### config.mk
export PLATFORM = sky130hd
export DESIGN_NAME = configurable_logic_cell
export DESIGN_NICKNAME = d
export VERILOG_FILES = /design/src/hw/configurable_logic_cell.v
export VERILOG_INCLUDE_DIRS = /design/src /design/src/hw
export SDC_FILE = /design/constraint.sdc
export NUM_CORES = 1
export LEC_CHECK = 0
export BUFFER_PORTS_ARGS = -buffer_cell sky130_fd_sc_hd__buf_2
export CAP_MARGIN = 15
export CORE_MARGIN = 2
export CORE_UTILIZATION = 50
export CTS_CLUSTER_SIZE = 14
export DETAILED_ROUTE_END_ITERATION = 8
export GPL_ROUTABILITY_DRIVEN = 1
export GPL_TIMING_DRIVEN = 0
export PLACE_DENSITY = 0.79
export SYNTH_ARGS = -nofsm -noshare
export SYNTH_HDL_FRONTEND = slang
export SYNTH_SLANG_ARGS = --single-unit
### constraint.sdc
create_clock -name core_clk -period 4.6 [get_ports core_clk]
set_clock_uncertainty 0.1 [all_clocks]
set_input_delay 0.92 -clock core_clk [delete_from_list [all_inputs] [get_ports core_clk]]
set_output_delay 0.92 -clock core_clk [all_outputs]
set_load 0.01 [all_outputs]
### src/hw/logic_cell_defs.vh
// constants for the configurable logic cell
// Function
// - cell runs on selected inputs, also asleep
// - fast oscillator kept on when enabled and selected
// - cpu idles while cell keeps running
// - enable bit seven, clear forces output zero
// - control bit five reads final output
// - rise enable lets rising edge set flag
// - fall enable lets falling edge set flag
// - modes 000 to 010 combinational functions, 011 SR latch
// - modes 100 to 111 sequential functions
// - polarity bit seven inverts output, 6-4 zero
// - polarity bits 0-3 invert gates 1-4
// - select registers six-bit field, top zero
// - gate one enables true/negated per data
// - gates two to four same layout
// - select, gate, gate polarity keep through reset
// - control bit six reads zero
// - gate ANDs all enabled data terms
// - empty gate gives its polarity bit
// - reset clears control and output polarity bit, keeps the rest of configuration
// - polarity change edge raises flag
`ifndef LOGIC_CELL_DEFS_VH
`define LOGIC_CELL_DEFS_VH

// ****************************************
// register offsets
// ****************************************
`define ADDR_CELL_CONTROL   4'h0
`define ADDR_CELL_POLARITY  4'h1
`define ADDR_INPUT_ONE_SEL  4'h2
`define ADDR_GATE_ONE_EN    4'h6
`define ADDR_CELL_STATUS    4'hA

// ****************************************
// field positions
// ****************************************
`define CTRL_ENABLE_BIT     7
`define CTRL_OUT_BIT        5
`define CTRL_RISE_BIT       4
`define CTRL_FALL_BIT       3
`define POL_OUTPUT_BIT      7
`define STATUS_FLAG_BIT     0

// ****************************************
// reset values and codes
// ****************************************
`define CELL_CONTROL_RESET  8'h00
`define FAST_OSC_SRC_CODE   6'h34
`define MODE_AND_OR         3'h0
`define MODE_OR_XOR         3'h1
`define MODE_AND4           3'h2
`define MODE_SR_LATCH       3'h3
`define MODE_DFF_SR         3'h4
`define MODE_DFF2_R         3'h5
`define MODE_JK_R           3'h6
`define MODE_LATCH_SR       3'h7

`endif

### src/hw/configurable_logic_cell.v
// configurable logic cell: input select, gates, function, edge flag
//
// Our own choices: the strobed register port and the placing of the registers.
`timescale 1ns/1ps
`default_nettype none
`include "logic_cell_defs.vh"

module configurable_logic_cell (
    input  wire        core_clk,
    input  wire        rst_n,
    input  wire [3:0]  regAddr,
    input  wire [7:0]  regWrData,
    input  wire        regWrEn,
    input  wire        regRdEn,
    output reg  [7:0]  regRdData_ff,
    input  wire [63:0] cellSrc,
    input  wire        sleepReq,
    output reg         cellOut_ff,
    output reg         cellIrqFlag_ff,
    output reg         fastOscKeepOn_ff,
    output reg         cpuIdle_ff
);

    // ****************************************
    // register storage
    // ****************************************
    reg        enable_ff;
    reg        riseIrqEn_ff;
    reg        fallIrqEn_ff;
    reg [2:0]  mode_ff;
    reg        outputInvert_ff;
    reg [3:0]  gateInvert_ff;
    reg [5:0]  srcSel_ff [0:3];
    reg [7:0]  gateEn_ff [0:3];

    reg [63:0] srcMeta_ff;
    reg [63:0] srcSync_ff;
    reg        stateQ_ff;
    reg        g1Prev_ff;
    reg        prevOut_ff;

    wire [3:0] dataIn;
    wire [3:0] gateOut;
    wire [3:0] selIsFastOsc;
    reg        combOut;
    reg        logicOut;
    reg        nxt_stateQ;
    reg        nxt_cellOut;
    reg        nxt_flag;
    reg [7:0]  nxt_rdData;
    wire       g1Rise;
    wire       riseEdge;
    wire       fallEdge;
    wire       flagClear;
    wire       wrControl;
    wire       wrPolarity;

    // ****************************************
    // address decode
    // ****************************************
    assign wrControl  = regWrEn && (regAddr == `ADDR_CELL_CONTROL);
    assign wrPolarity = regWrEn && (regAddr == `ADDR_CELL_POLARITY);

    // ****************************************
    // control register and output polarity bit, cleared by any reset
    // ****************************************
    always @(posedge core_clk or negedge rst_n) begin
        if (!rst_n) begin
            enable_ff       <= 1'b0;
            riseIrqEn_ff    <= 1'b0;
            fallIrqEn_ff    <= 1'b0;
            mode_ff         <= 3'h0;
            outputInvert_ff <= 1'b0;
        end else begin
            if (wrControl) begin
                enable_ff    <= regWrData[`CTRL_ENABLE_BIT];
                riseIrqEn_ff <= regWrData[`CTRL_RISE_BIT];
                fallIrqEn_ff <= regWrData[`CTRL_FALL_BIT];
                mode_ff      <= regWrData[2:0];
            end
            if (wrPolarity) begin
                outputInvert_ff <= regWrData[`POL_OUTPUT_BIT];
            end
        end
    end

    // ****************************************
    // configuration, untouched by reset
    // ****************************************
    // power-up contents unknown, kept across resets
    always @(posedge core_clk) begin
        if (wrPolarity) begin
            gateInvert_ff <= regWrData[3:0];
        end
    end

    // ****************************************
    // input lanes and data gates
    // ****************************************
    genvar i;
    generate
        for (i = 0; i < 4; i = i + 1) begin : g_lane
            // lane addresses, cut to the bus width on use
            localparam integer SEL_ADDR  = `ADDR_INPUT_ONE_SEL + i;
            localparam integer GATE_ADDR = `ADDR_GATE_ONE_EN + i;

            always @(posedge core_clk) begin
                if (regWrEn && (regAddr == SEL_ADDR[3:0])) begin
                    srcSel_ff[i] <= regWrData[5:0];
                end
                if (regWrEn && (regAddr == GATE_ADDR[3:0])) begin
                    gateEn_ff[i] <= regWrData;
                end
            end

            assign dataIn[i] = srcSync_ff[srcSel_ff[i]];
            assign selIsFastOsc[i] = (srcSel_ff[i] == `FAST_OSC_SRC_CODE);

            // bits 2k+1 / 2k enable data k+1 true / negated
            wire [7:0] en;
            wire [7:0] term;
            assign en = gateEn_ff[i];
            assign term[7] = ~en[7] | dataIn[3];
            assign term[6] = ~en[6] | ~dataIn[3];
            assign term[5] = ~en[5] | dataIn[2];
            assign term[4] = ~en[4] | ~dataIn[2];
            assign term[3] = ~en[3] | dataIn[1];
            assign term[2] = ~en[2] | ~dataIn[1];
            assign term[1] = ~en[1] | dataIn[0];
            assign term[0] = ~en[0] | ~dataIn[0];
            // empty gate yields zero before inversion
            assign gateOut[i] = ((|en) & (&term)) ^ gateInvert_ff[i];
        end
    endgenerate

    // ****************************************
    // input synchroniser
    // ****************************************
    always @(posedge core_clk or negedge rst_n) begin
        if (!rst_n) begin
            srcMeta_ff <= 64'h0000_0000_0000_0000;
            srcSync_ff <= 64'h0000_0000_0000_0000;
        end else begin
            srcMeta_ff <= cellSrc;
            srcSync_ff <= srcMeta_ff;
        end
    end

    // ****************************************
    // logic function
    // ****************************************
    always @* begin
        case (mode_ff)
            `MODE_AND_OR: begin
                combOut = (gateOut[0] & gateOut[1]) | (gateOut[2] & gateOut[3]);
            end
            `MODE_OR_XOR: begin
                combOut = (gateOut[0] | gateOut[1]) ^ (gateOut[2] | gateOut[3]);
            end
            `MODE_AND4: begin
                combOut = &gateOut;
            end
            default: begin
                combOut = 1'b0;
            end
        endcase
    end

    // ****************************************
    // sequential functions
    // ****************************************
    assign g1Rise = gateOut[0] & ~g1Prev_ff;

    // gate1 clock/enable, gate2 data/J, gate3 reset, gate4 set/K or second data; SR latch: gates 1|2 set, 3|4 reset
    always @* begin
        nxt_stateQ = stateQ_ff;
        case (mode_ff)
            `MODE_SR_LATCH: begin
                if (gateOut[2] | gateOut[3]) begin
                    nxt_stateQ = 1'b0;
                end else if (gateOut[0] | gateOut[1]) begin
                    nxt_stateQ = 1'b1;
                end
            end
            `MODE_DFF_SR: begin
                if (gateOut[2]) begin
                    nxt_stateQ = 1'b0;
                end else if (gateOut[3]) begin
                    nxt_stateQ = 1'b1;
                end else if (g1Rise) begin
                    nxt_stateQ = gateOut[1];
                end
            end
            `MODE_DFF2_R: begin
                if (gateOut[2]) begin
                    nxt_stateQ = 1'b0;
                end else if (g1Rise) begin
                    nxt_stateQ = gateOut[1] & gateOut[3];
                end
            end
            `MODE_JK_R: begin
                if (gateOut[2]) begin
                    nxt_stateQ = 1'b0;
                end else if (g1Rise) begin
                    case ({gateOut[1], gateOut[3]})
                        2'b10: begin
                            nxt_stateQ = 1'b1;
                        end
                        2'b01: begin
                            nxt_stateQ = 1'b0;
                        end
                        2'b11: begin
                            nxt_stateQ = ~stateQ_ff;
                        end
                        default: begin
                            nxt_stateQ = stateQ_ff;
                        end
                    endcase
                end
            end
            `MODE_LATCH_SR: begin
                if (gateOut[2]) begin
                    nxt_stateQ = 1'b0;
                end else if (gateOut[3]) begin
                    nxt_stateQ = 1'b1;
                end else if (gateOut[0]) begin
                    nxt_stateQ = gateOut[1];
                end
            end
            default: begin
                nxt_stateQ = 1'b0;
            end
        endcase
        if (!enable_ff) begin
            nxt_stateQ = 1'b0;
        end
    end

    // ****************************************
    // function select
    // ****************************************
    // sequential modes and the latch show the state bit
    always @* begin
        if (mode_ff[2] || (mode_ff == `MODE_SR_LATCH)) begin
            logicOut = stateQ_ff;
        end else begin
            logicOut = combOut;
        end
    end

    // ****************************************
    // output stage
    // ****************************************
    always @* begin
        if (enable_ff) begin
            nxt_cellOut = logicOut ^ outputInvert_ff;
        end else begin
            nxt_cellOut = 1'b0;
        end
    end

    // ****************************************
    // edge detect and sticky flag
    // ****************************************
    // edges seen one cycle after the output register
    assign riseEdge  = riseIrqEn_ff & cellOut_ff & ~prevOut_ff;
    assign fallEdge  = fallIrqEn_ff & ~cellOut_ff & prevOut_ff;
    assign flagClear = regWrEn && (regAddr == `ADDR_CELL_STATUS)
                       && regWrData[`STATUS_FLAG_BIT];

    always @* begin
        nxt_flag = cellIrqFlag_ff;
        if (flagClear) begin
            nxt_flag = 1'b0;
        end
        if (riseEdge || fallEdge) begin
            nxt_flag = 1'b1;
        end
    end

    // ****************************************
    // state and output registers
    // ****************************************
    always @(posedge core_clk or negedge rst_n) begin
        if (!rst_n) begin
            stateQ_ff        <= 1'b0;
            g1Prev_ff        <= 1'b0;
            cellOut_ff       <= 1'b0;
            prevOut_ff       <= 1'b0;
            cellIrqFlag_ff   <= 1'b0;
        end else begin
            stateQ_ff        <= nxt_stateQ;
            g1Prev_ff        <= gateOut[0];
            cellOut_ff       <= nxt_cellOut;
            prevOut_ff       <= cellOut_ff;
            cellIrqFlag_ff   <= nxt_flag;
        end
    end

    // ****************************************
    // sleep: oscillator hold and cpu idle
    // ****************************************
    // oscillator held only while the cell can use it
    always @(posedge core_clk or negedge rst_n) begin
        if (!rst_n) begin
            fastOscKeepOn_ff <= 1'b0;
            cpuIdle_ff       <= 1'b0;
        end else begin
            fastOscKeepOn_ff <= enable_ff & (|selIsFastOsc);
            cpuIdle_ff       <= sleepReq;
        end
    end

    // ****************************************
    // register read port
    // ****************************************
    always @* begin
        nxt_rdData = 8'h00;
        case (regAddr)
            `ADDR_CELL_CONTROL: begin
                nxt_rdData = {enable_ff, 1'b0, cellOut_ff, riseIrqEn_ff,
                              fallIrqEn_ff, mode_ff};
            end
            `ADDR_CELL_POLARITY: begin
                nxt_rdData = {outputInvert_ff, 3'h0, gateInvert_ff};
            end
            4'h2: begin
                nxt_rdData = {2'h0, srcSel_ff[0]};
            end
            4'h3: begin
                nxt_rdData = {2'h0, srcSel_ff[1]};
            end
            4'h4: begin
                nxt_rdData = {2'h0, srcSel_ff[2]};
            end
            4'h5: begin
                nxt_rdData = {2'h0, srcSel_ff[3]};
            end
            4'h6: begin
                nxt_rdData = gateEn_ff[0];
            end
            4'h7: begin
                nxt_rdData = gateEn_ff[1];
            end
            4'h8: begin
                nxt_rdData = gateEn_ff[2];
            end
            4'h9: begin
                nxt_rdData = gateEn_ff[3];
            end
            `ADDR_CELL_STATUS: begin
                nxt_rdData = {7'h00, cellIrqFlag_ff};
            end
            default: begin
                nxt_rdData = 8'h00;
            end
        endcase
    end

    // ****************************************
    // read data register
    // ****************************************
    always @(posedge core_clk or negedge rst_n) begin
        if (!rst_n) begin
            regRdData_ff <= 8'h00;
        end else if (regRdEn) begin
            regRdData_ff <= nxt_rdData;
        end else begin
            regRdData_ff <= 8'h00;
        end
    end

endmodule // configurable_logic_cell
`default_nettype wire

# Word level (Yosys, flattened, before mapping)
# Memory sizes are Yosys's and may differ from the RTL's.
# Index checks and enable logic that the tools add are counted.
# totals
rom_bits	0
out_inout_bits	12
register_bits	154
latch_bits	0
n_memories	2
wordCells	244
mem_bits_rw	56
input_bits	81
# classes
bitwise	94
order_cmp	4
shifts	0
n_mul	0
eq_ne	30
div	0
add_sub_neg	0
muxes	64
reduce_logical	34
# memory_table
memory	depth	width	read_ports	rd_clocked_by_memory_dff	wr	line_no	text
gateEn_ff	4	8	4	0	1	configurable_logic_cell.v:34	reg [7:0] gateEn_ff [0:3];
srcSel_ff	4	6	4	0	1	configurable_logic_cell.v:33	reg [5:0] srcSel_ff [0:3];
# op_table
op	count
8-bit one-hot mux with 11 select lines	1
8-bit OR reduction	7
1-bit 2-to-1 mux	43
1-bit NOT	40
1-bit bitwise OR	35
8-bit 2-to-1 mux	4
8-bit AND reduction	4
6-bit by 7-bit less-than comparator with 1-bit output (second input constant)	4
1-bit binary-select mux with 6-bit select	4
6-bit equality test (second input constant)	4
6-bit 2-to-1 mux	3
6-bit OR reduction	3
4-bit by 3-bit equality test with 1-bit output (second input constant)	4
1-bit AND	13
3-bit equality test (second input constant)	4
4-bit equality test (second input constant)	3
1-bit logical AND	12
2-bit 2-to-1 mux	6
4-bit != test (second input constant)	3
5-bit != test (second input constant)	2
4-bit by 2-bit equality test with 1-bit output (second input constant)	2
3-bit by 2-bit equality test with 1-bit output (second input constant)	2
6-bit != test (second input constant)	1
1-bit one-hot mux with 3 select lines	2
other kinds (13)	20

# Depth between registers and ports, before layout
# depth
depth_word	13
ltp_mapped	15
ltp_nobuf	12

# Worst setup path after synthesis
# Ideal clock, no wire load.
# synth_path
path_type	reg-to-reg
startpoint	memory srcSel_ff[3][0]
endpoint	register cellOut_ff
arrival_ns	3.555
path_stages_with_launch	13
path_slack_ns	0.866
setup_ns	0.079
path_buffers	0
period_less_slack_ns	3.734
t_required_ns	4.421
path_cell_list	edfxtp_1 > mux4_1 > mux2_2 > a2111oi_2 > or2_1 > mux2_2 > a2111oi_0 > nand4_1 > xor2_1 > o32ai_1 > a21boi_0 > a211oi_2 > mux2i_1
# synth_lines
element	line_no	text
start, declared	configurable_logic_cell.v:33	
end signal, assigned	configurable_logic_cell.v:294	cellOut_ff <= nxt_cellOut;
end, declared	configurable_logic_cell.v:18	output reg cellOut_ff,

==> flow_metrics.tcl <==
set metrics [dict create \
    grt_first_pass_wirelength_um 39700 \
    postRouteAntennaNets 0 \
    vias 6925 \
    crit_type "reg2reg" \
    n_antenna_cell 0 \
    cts.repair.resized 0 \
    worst_setup_path_start_kind "flop" \
    run_status "finished, final reports clean" \
    drive_gt1_frac 0.300 \
    routedWlPerCell_um 24.0 \
    grt_usage 0.257 \
    clock_latency_ns 0.52 \
    cts_buffer_depth 3 \
    multi_input_area_sq_um 3970 \
    drc 0 \
    via_per_inst 6.32 \
    tns_ns 0 \
    cp_cell_sequence "buf_2 > buf_2 > mux4_2 > o22ai_1 > nor2_1 > o21ai_1 > mux2_2 > and3_1 > and4_1 > xnor2_1 > nor2_1 > o22ai_1 > o2bb2ai_1 > mux2_1" \
    seq_area_frac_synth 0.568 \
    antenna_found_initial 1 \
    critPathSlowestCell "o21ai_1" \
    hold_viol 0 \
    period_share 0.970 \
    setup_viol 0 \
    fmax_mhz 224 \
    n_fill_cell 1529 \
    yosysTopAreaCellShare 0.384 \
    dp_hpwl_um 18500 \
    preCtsSetupSlack_ns 0.133 \
    yosys_register_bits 210 \
    syn_avg_cell_area_sq_um 14.1 \
    cts_tree "built" \
    syn_area_sq_um 9780 \
    boundaryPins 93 \
    timing.slew.headroom 0.453 \
    min_period_ns 4.46 \
    yosys-top-cells-area "dfrtp_1 (38%), edfxtp_1 (18%), mux4_2 (8.1%)" \
    nets 894 \
    dr.pass1.iters 6 \
    die_w_um 144 \
    worst_pin_slew_ns 0.815 \
    fp-row-count 51 \
    endpoint_kind "flop" \
    max_cap_violations 0 \
    ys_async_sr_fraction 0.714 \
    root_buffer "clkbuf_16" \
    total_power_w 0.00424 \
    grt_pass1_vias 6846 \
    postRouteWirelength_um 26200 \
    slew_violations 0 \
    die_h_um 144 \
    die_area_sq_um 20700 \
    syn_nets 777 \
    h-tree-depth 1 \
    cts_hold_buf 0 \
    synth-edff-count 60 \
    syn_inst 696 \
    first_iter_violations 1068 \
    timing.final.ws_setup_ns 0.136 \
    grt_max_degree 103 \
    hold_path.class "in2async" \
    cts_made_buffers 23 \
    critPathMaxStageDelay_ns 0.64 \
    yosysTopAreaCell "dfrtp_1" \
    power_density_nw_per_um2 374 \
    register_area_sq_um 5560 \
    peakVddDrop_v 0.000319 \
    clkTransAtPathRegs_ns 0.06 \
    io_buffers 91 \
    cts_sinks 210 \
    post_cts_buffers 0 \
    leakage_nw 4.66 \
    whs_ns 0.228 \
    core_area_sq_um 19300 \
    gp_congestion 0.964 \
    synth_cell_types 81 \
    ys.flop_type "dfrtp_1" \
    cp_max_fo 10 \
    start_util 0.506 \
    cp.required_ns 4.90 \
    overflow 0 \
    ys_warn_count 0 \
    worstPathArrival_ns 4.76 \
    syn2layout_area_growth_pct 16.0 \
]
[worst paths after layout]
check	start	to	slack, ns	depth (start not counted)
worst max-delay path	srcSel_ff[1][1]	stateQ_ff	0.14	14
worst min-delay path	rst_n	cpuIdle_ff	0.23	1
worst max register to register	srcSel_ff[1][1]	stateQ_ff	0.14	14
worst min register to register	srcMeta_ff[6]	srcSync_ff[6]	0.24	0
max in group asynchronous	rst_n	cellOut_ff	3.36	2
min in group core_clk	srcMeta_ff[6]	srcSync_ff[6]	0.24	0
[worst max-delay path: cells and delay by family (launching register included)]
kind	cells	cell delay, ns
AO/OA/AOI/OAI	4	1.12
XOR/XNOR	1	0.47
buffers and inverters	2	0.62
flip-flops	1	0.32
multiplexers	3	1.11
AND/OR/NAND/NOR	4	0.58
[stage by stage]
step	utilization	cells	instance area [sq um]
finish	0.587	1095	11300
global route	0.587	1095	11300
CTS	0.585	1095	11300
detailed placement	0.548	1053	10600
global placement	0.546	1052	10600
floorplan	-	696	9780
[flip-flops by register name, indices dropped and copies added, names as in the netlist]
signal and flops:
cellOut_ff 1, outputInvert_ff 1, enable_ff 1, regRdData_ff 8
gateInvert_ff 4, srcMeta_ff 64, srcSel_ff 24, g1Prev_ff 1
fallIrqEn_ff 1, cellIrqFlag_ff 1, srcSync_ff 64, gateEn_ff 32
prevOut_ff 1, mode_ff 3, cpuIdle_ff 1, riseIrqEn_ff 1
fastOscKeepOn_ff 1, stateQ_ff 1
[cell usage after synthesis, drive strengths merged, types with 11 or more instances]
master,count
mux2,41
clkbuf,15
edfxtp,60
inv,12
nand3,12
buf,26
dfrtp,150
nand2,35
mux4,44
nor2,48
nor2b,15
and3,11
mux2i,59
[routing by layer]
layer  track usage  wire [um]  share of wire
met1         0.354      10700           0.41
met2         0.406      12200           0.47
met3        0.0563       2390          0.091
met4        0.0903        933          0.036
met5             0         19        0.00072
[area by class of cell]
type,instances,area share
Buffer,41,0.0206
Clock buffer,29,0.0554
Clock inverter,13,0.00783
Inverter,12,0.00397
Multi-Input combinational cell,433,0.350
Sequential cell,210,0.490
Tap cell,265,0.0292
Timing Repair Buffer,92,0.0431
[placed cells by master (no fill, tap or decap), drive strengths merged, types with 8 or more instances in the layout]
| master | n |
|---|---|
| o22ai | 10 |
| nor2 | 48 |
| inv | 13 |
| buf | 117 |
| a31oi | 8 |
| and3 | 11 |
| edfxtp | 60 |
| a21oi | 10 |
| a211oi | 9 |
| a22oi | 10 |
| mux2 | 41 |
| nand2 | 35 |
| mux4 | 44 |
| dfrtp | 150 |
| nand3 | 12 |
| mux2i | 59 |
| clkbuf | 45 |
| nor2b | 15 |
| o21ai | 9 |
| clkinv | 10 |
[power breakdown]
part | switching (W) | internal, W | leakage (nW)
combinational | 0.000226 | 0.000195 | 1.99
sequential | 0.0000866 | 0.00202 | 2.32
clock | 0.000734 | 0.000976 | 0.353
total | 0.00105 | 0.00319 | 4.66
[logic make-up (layout without fill, tap and decap cells)]
family	count (synthesis)	after routing	share of synthesized area
buffers and inverters	53	187	0.0283
flip-flops	210	210	0.568
AND/OR/NAND/NOR	173	173	0.0944
multiplexers	144	144	0.213
adder cells (fa/ha/maj)	1	1	0.00115
XOR/XNOR	6	6	0.00691
AO/OA/AOI/OAI	109	109	0.0879
Power figures use the tool's default switching activity.
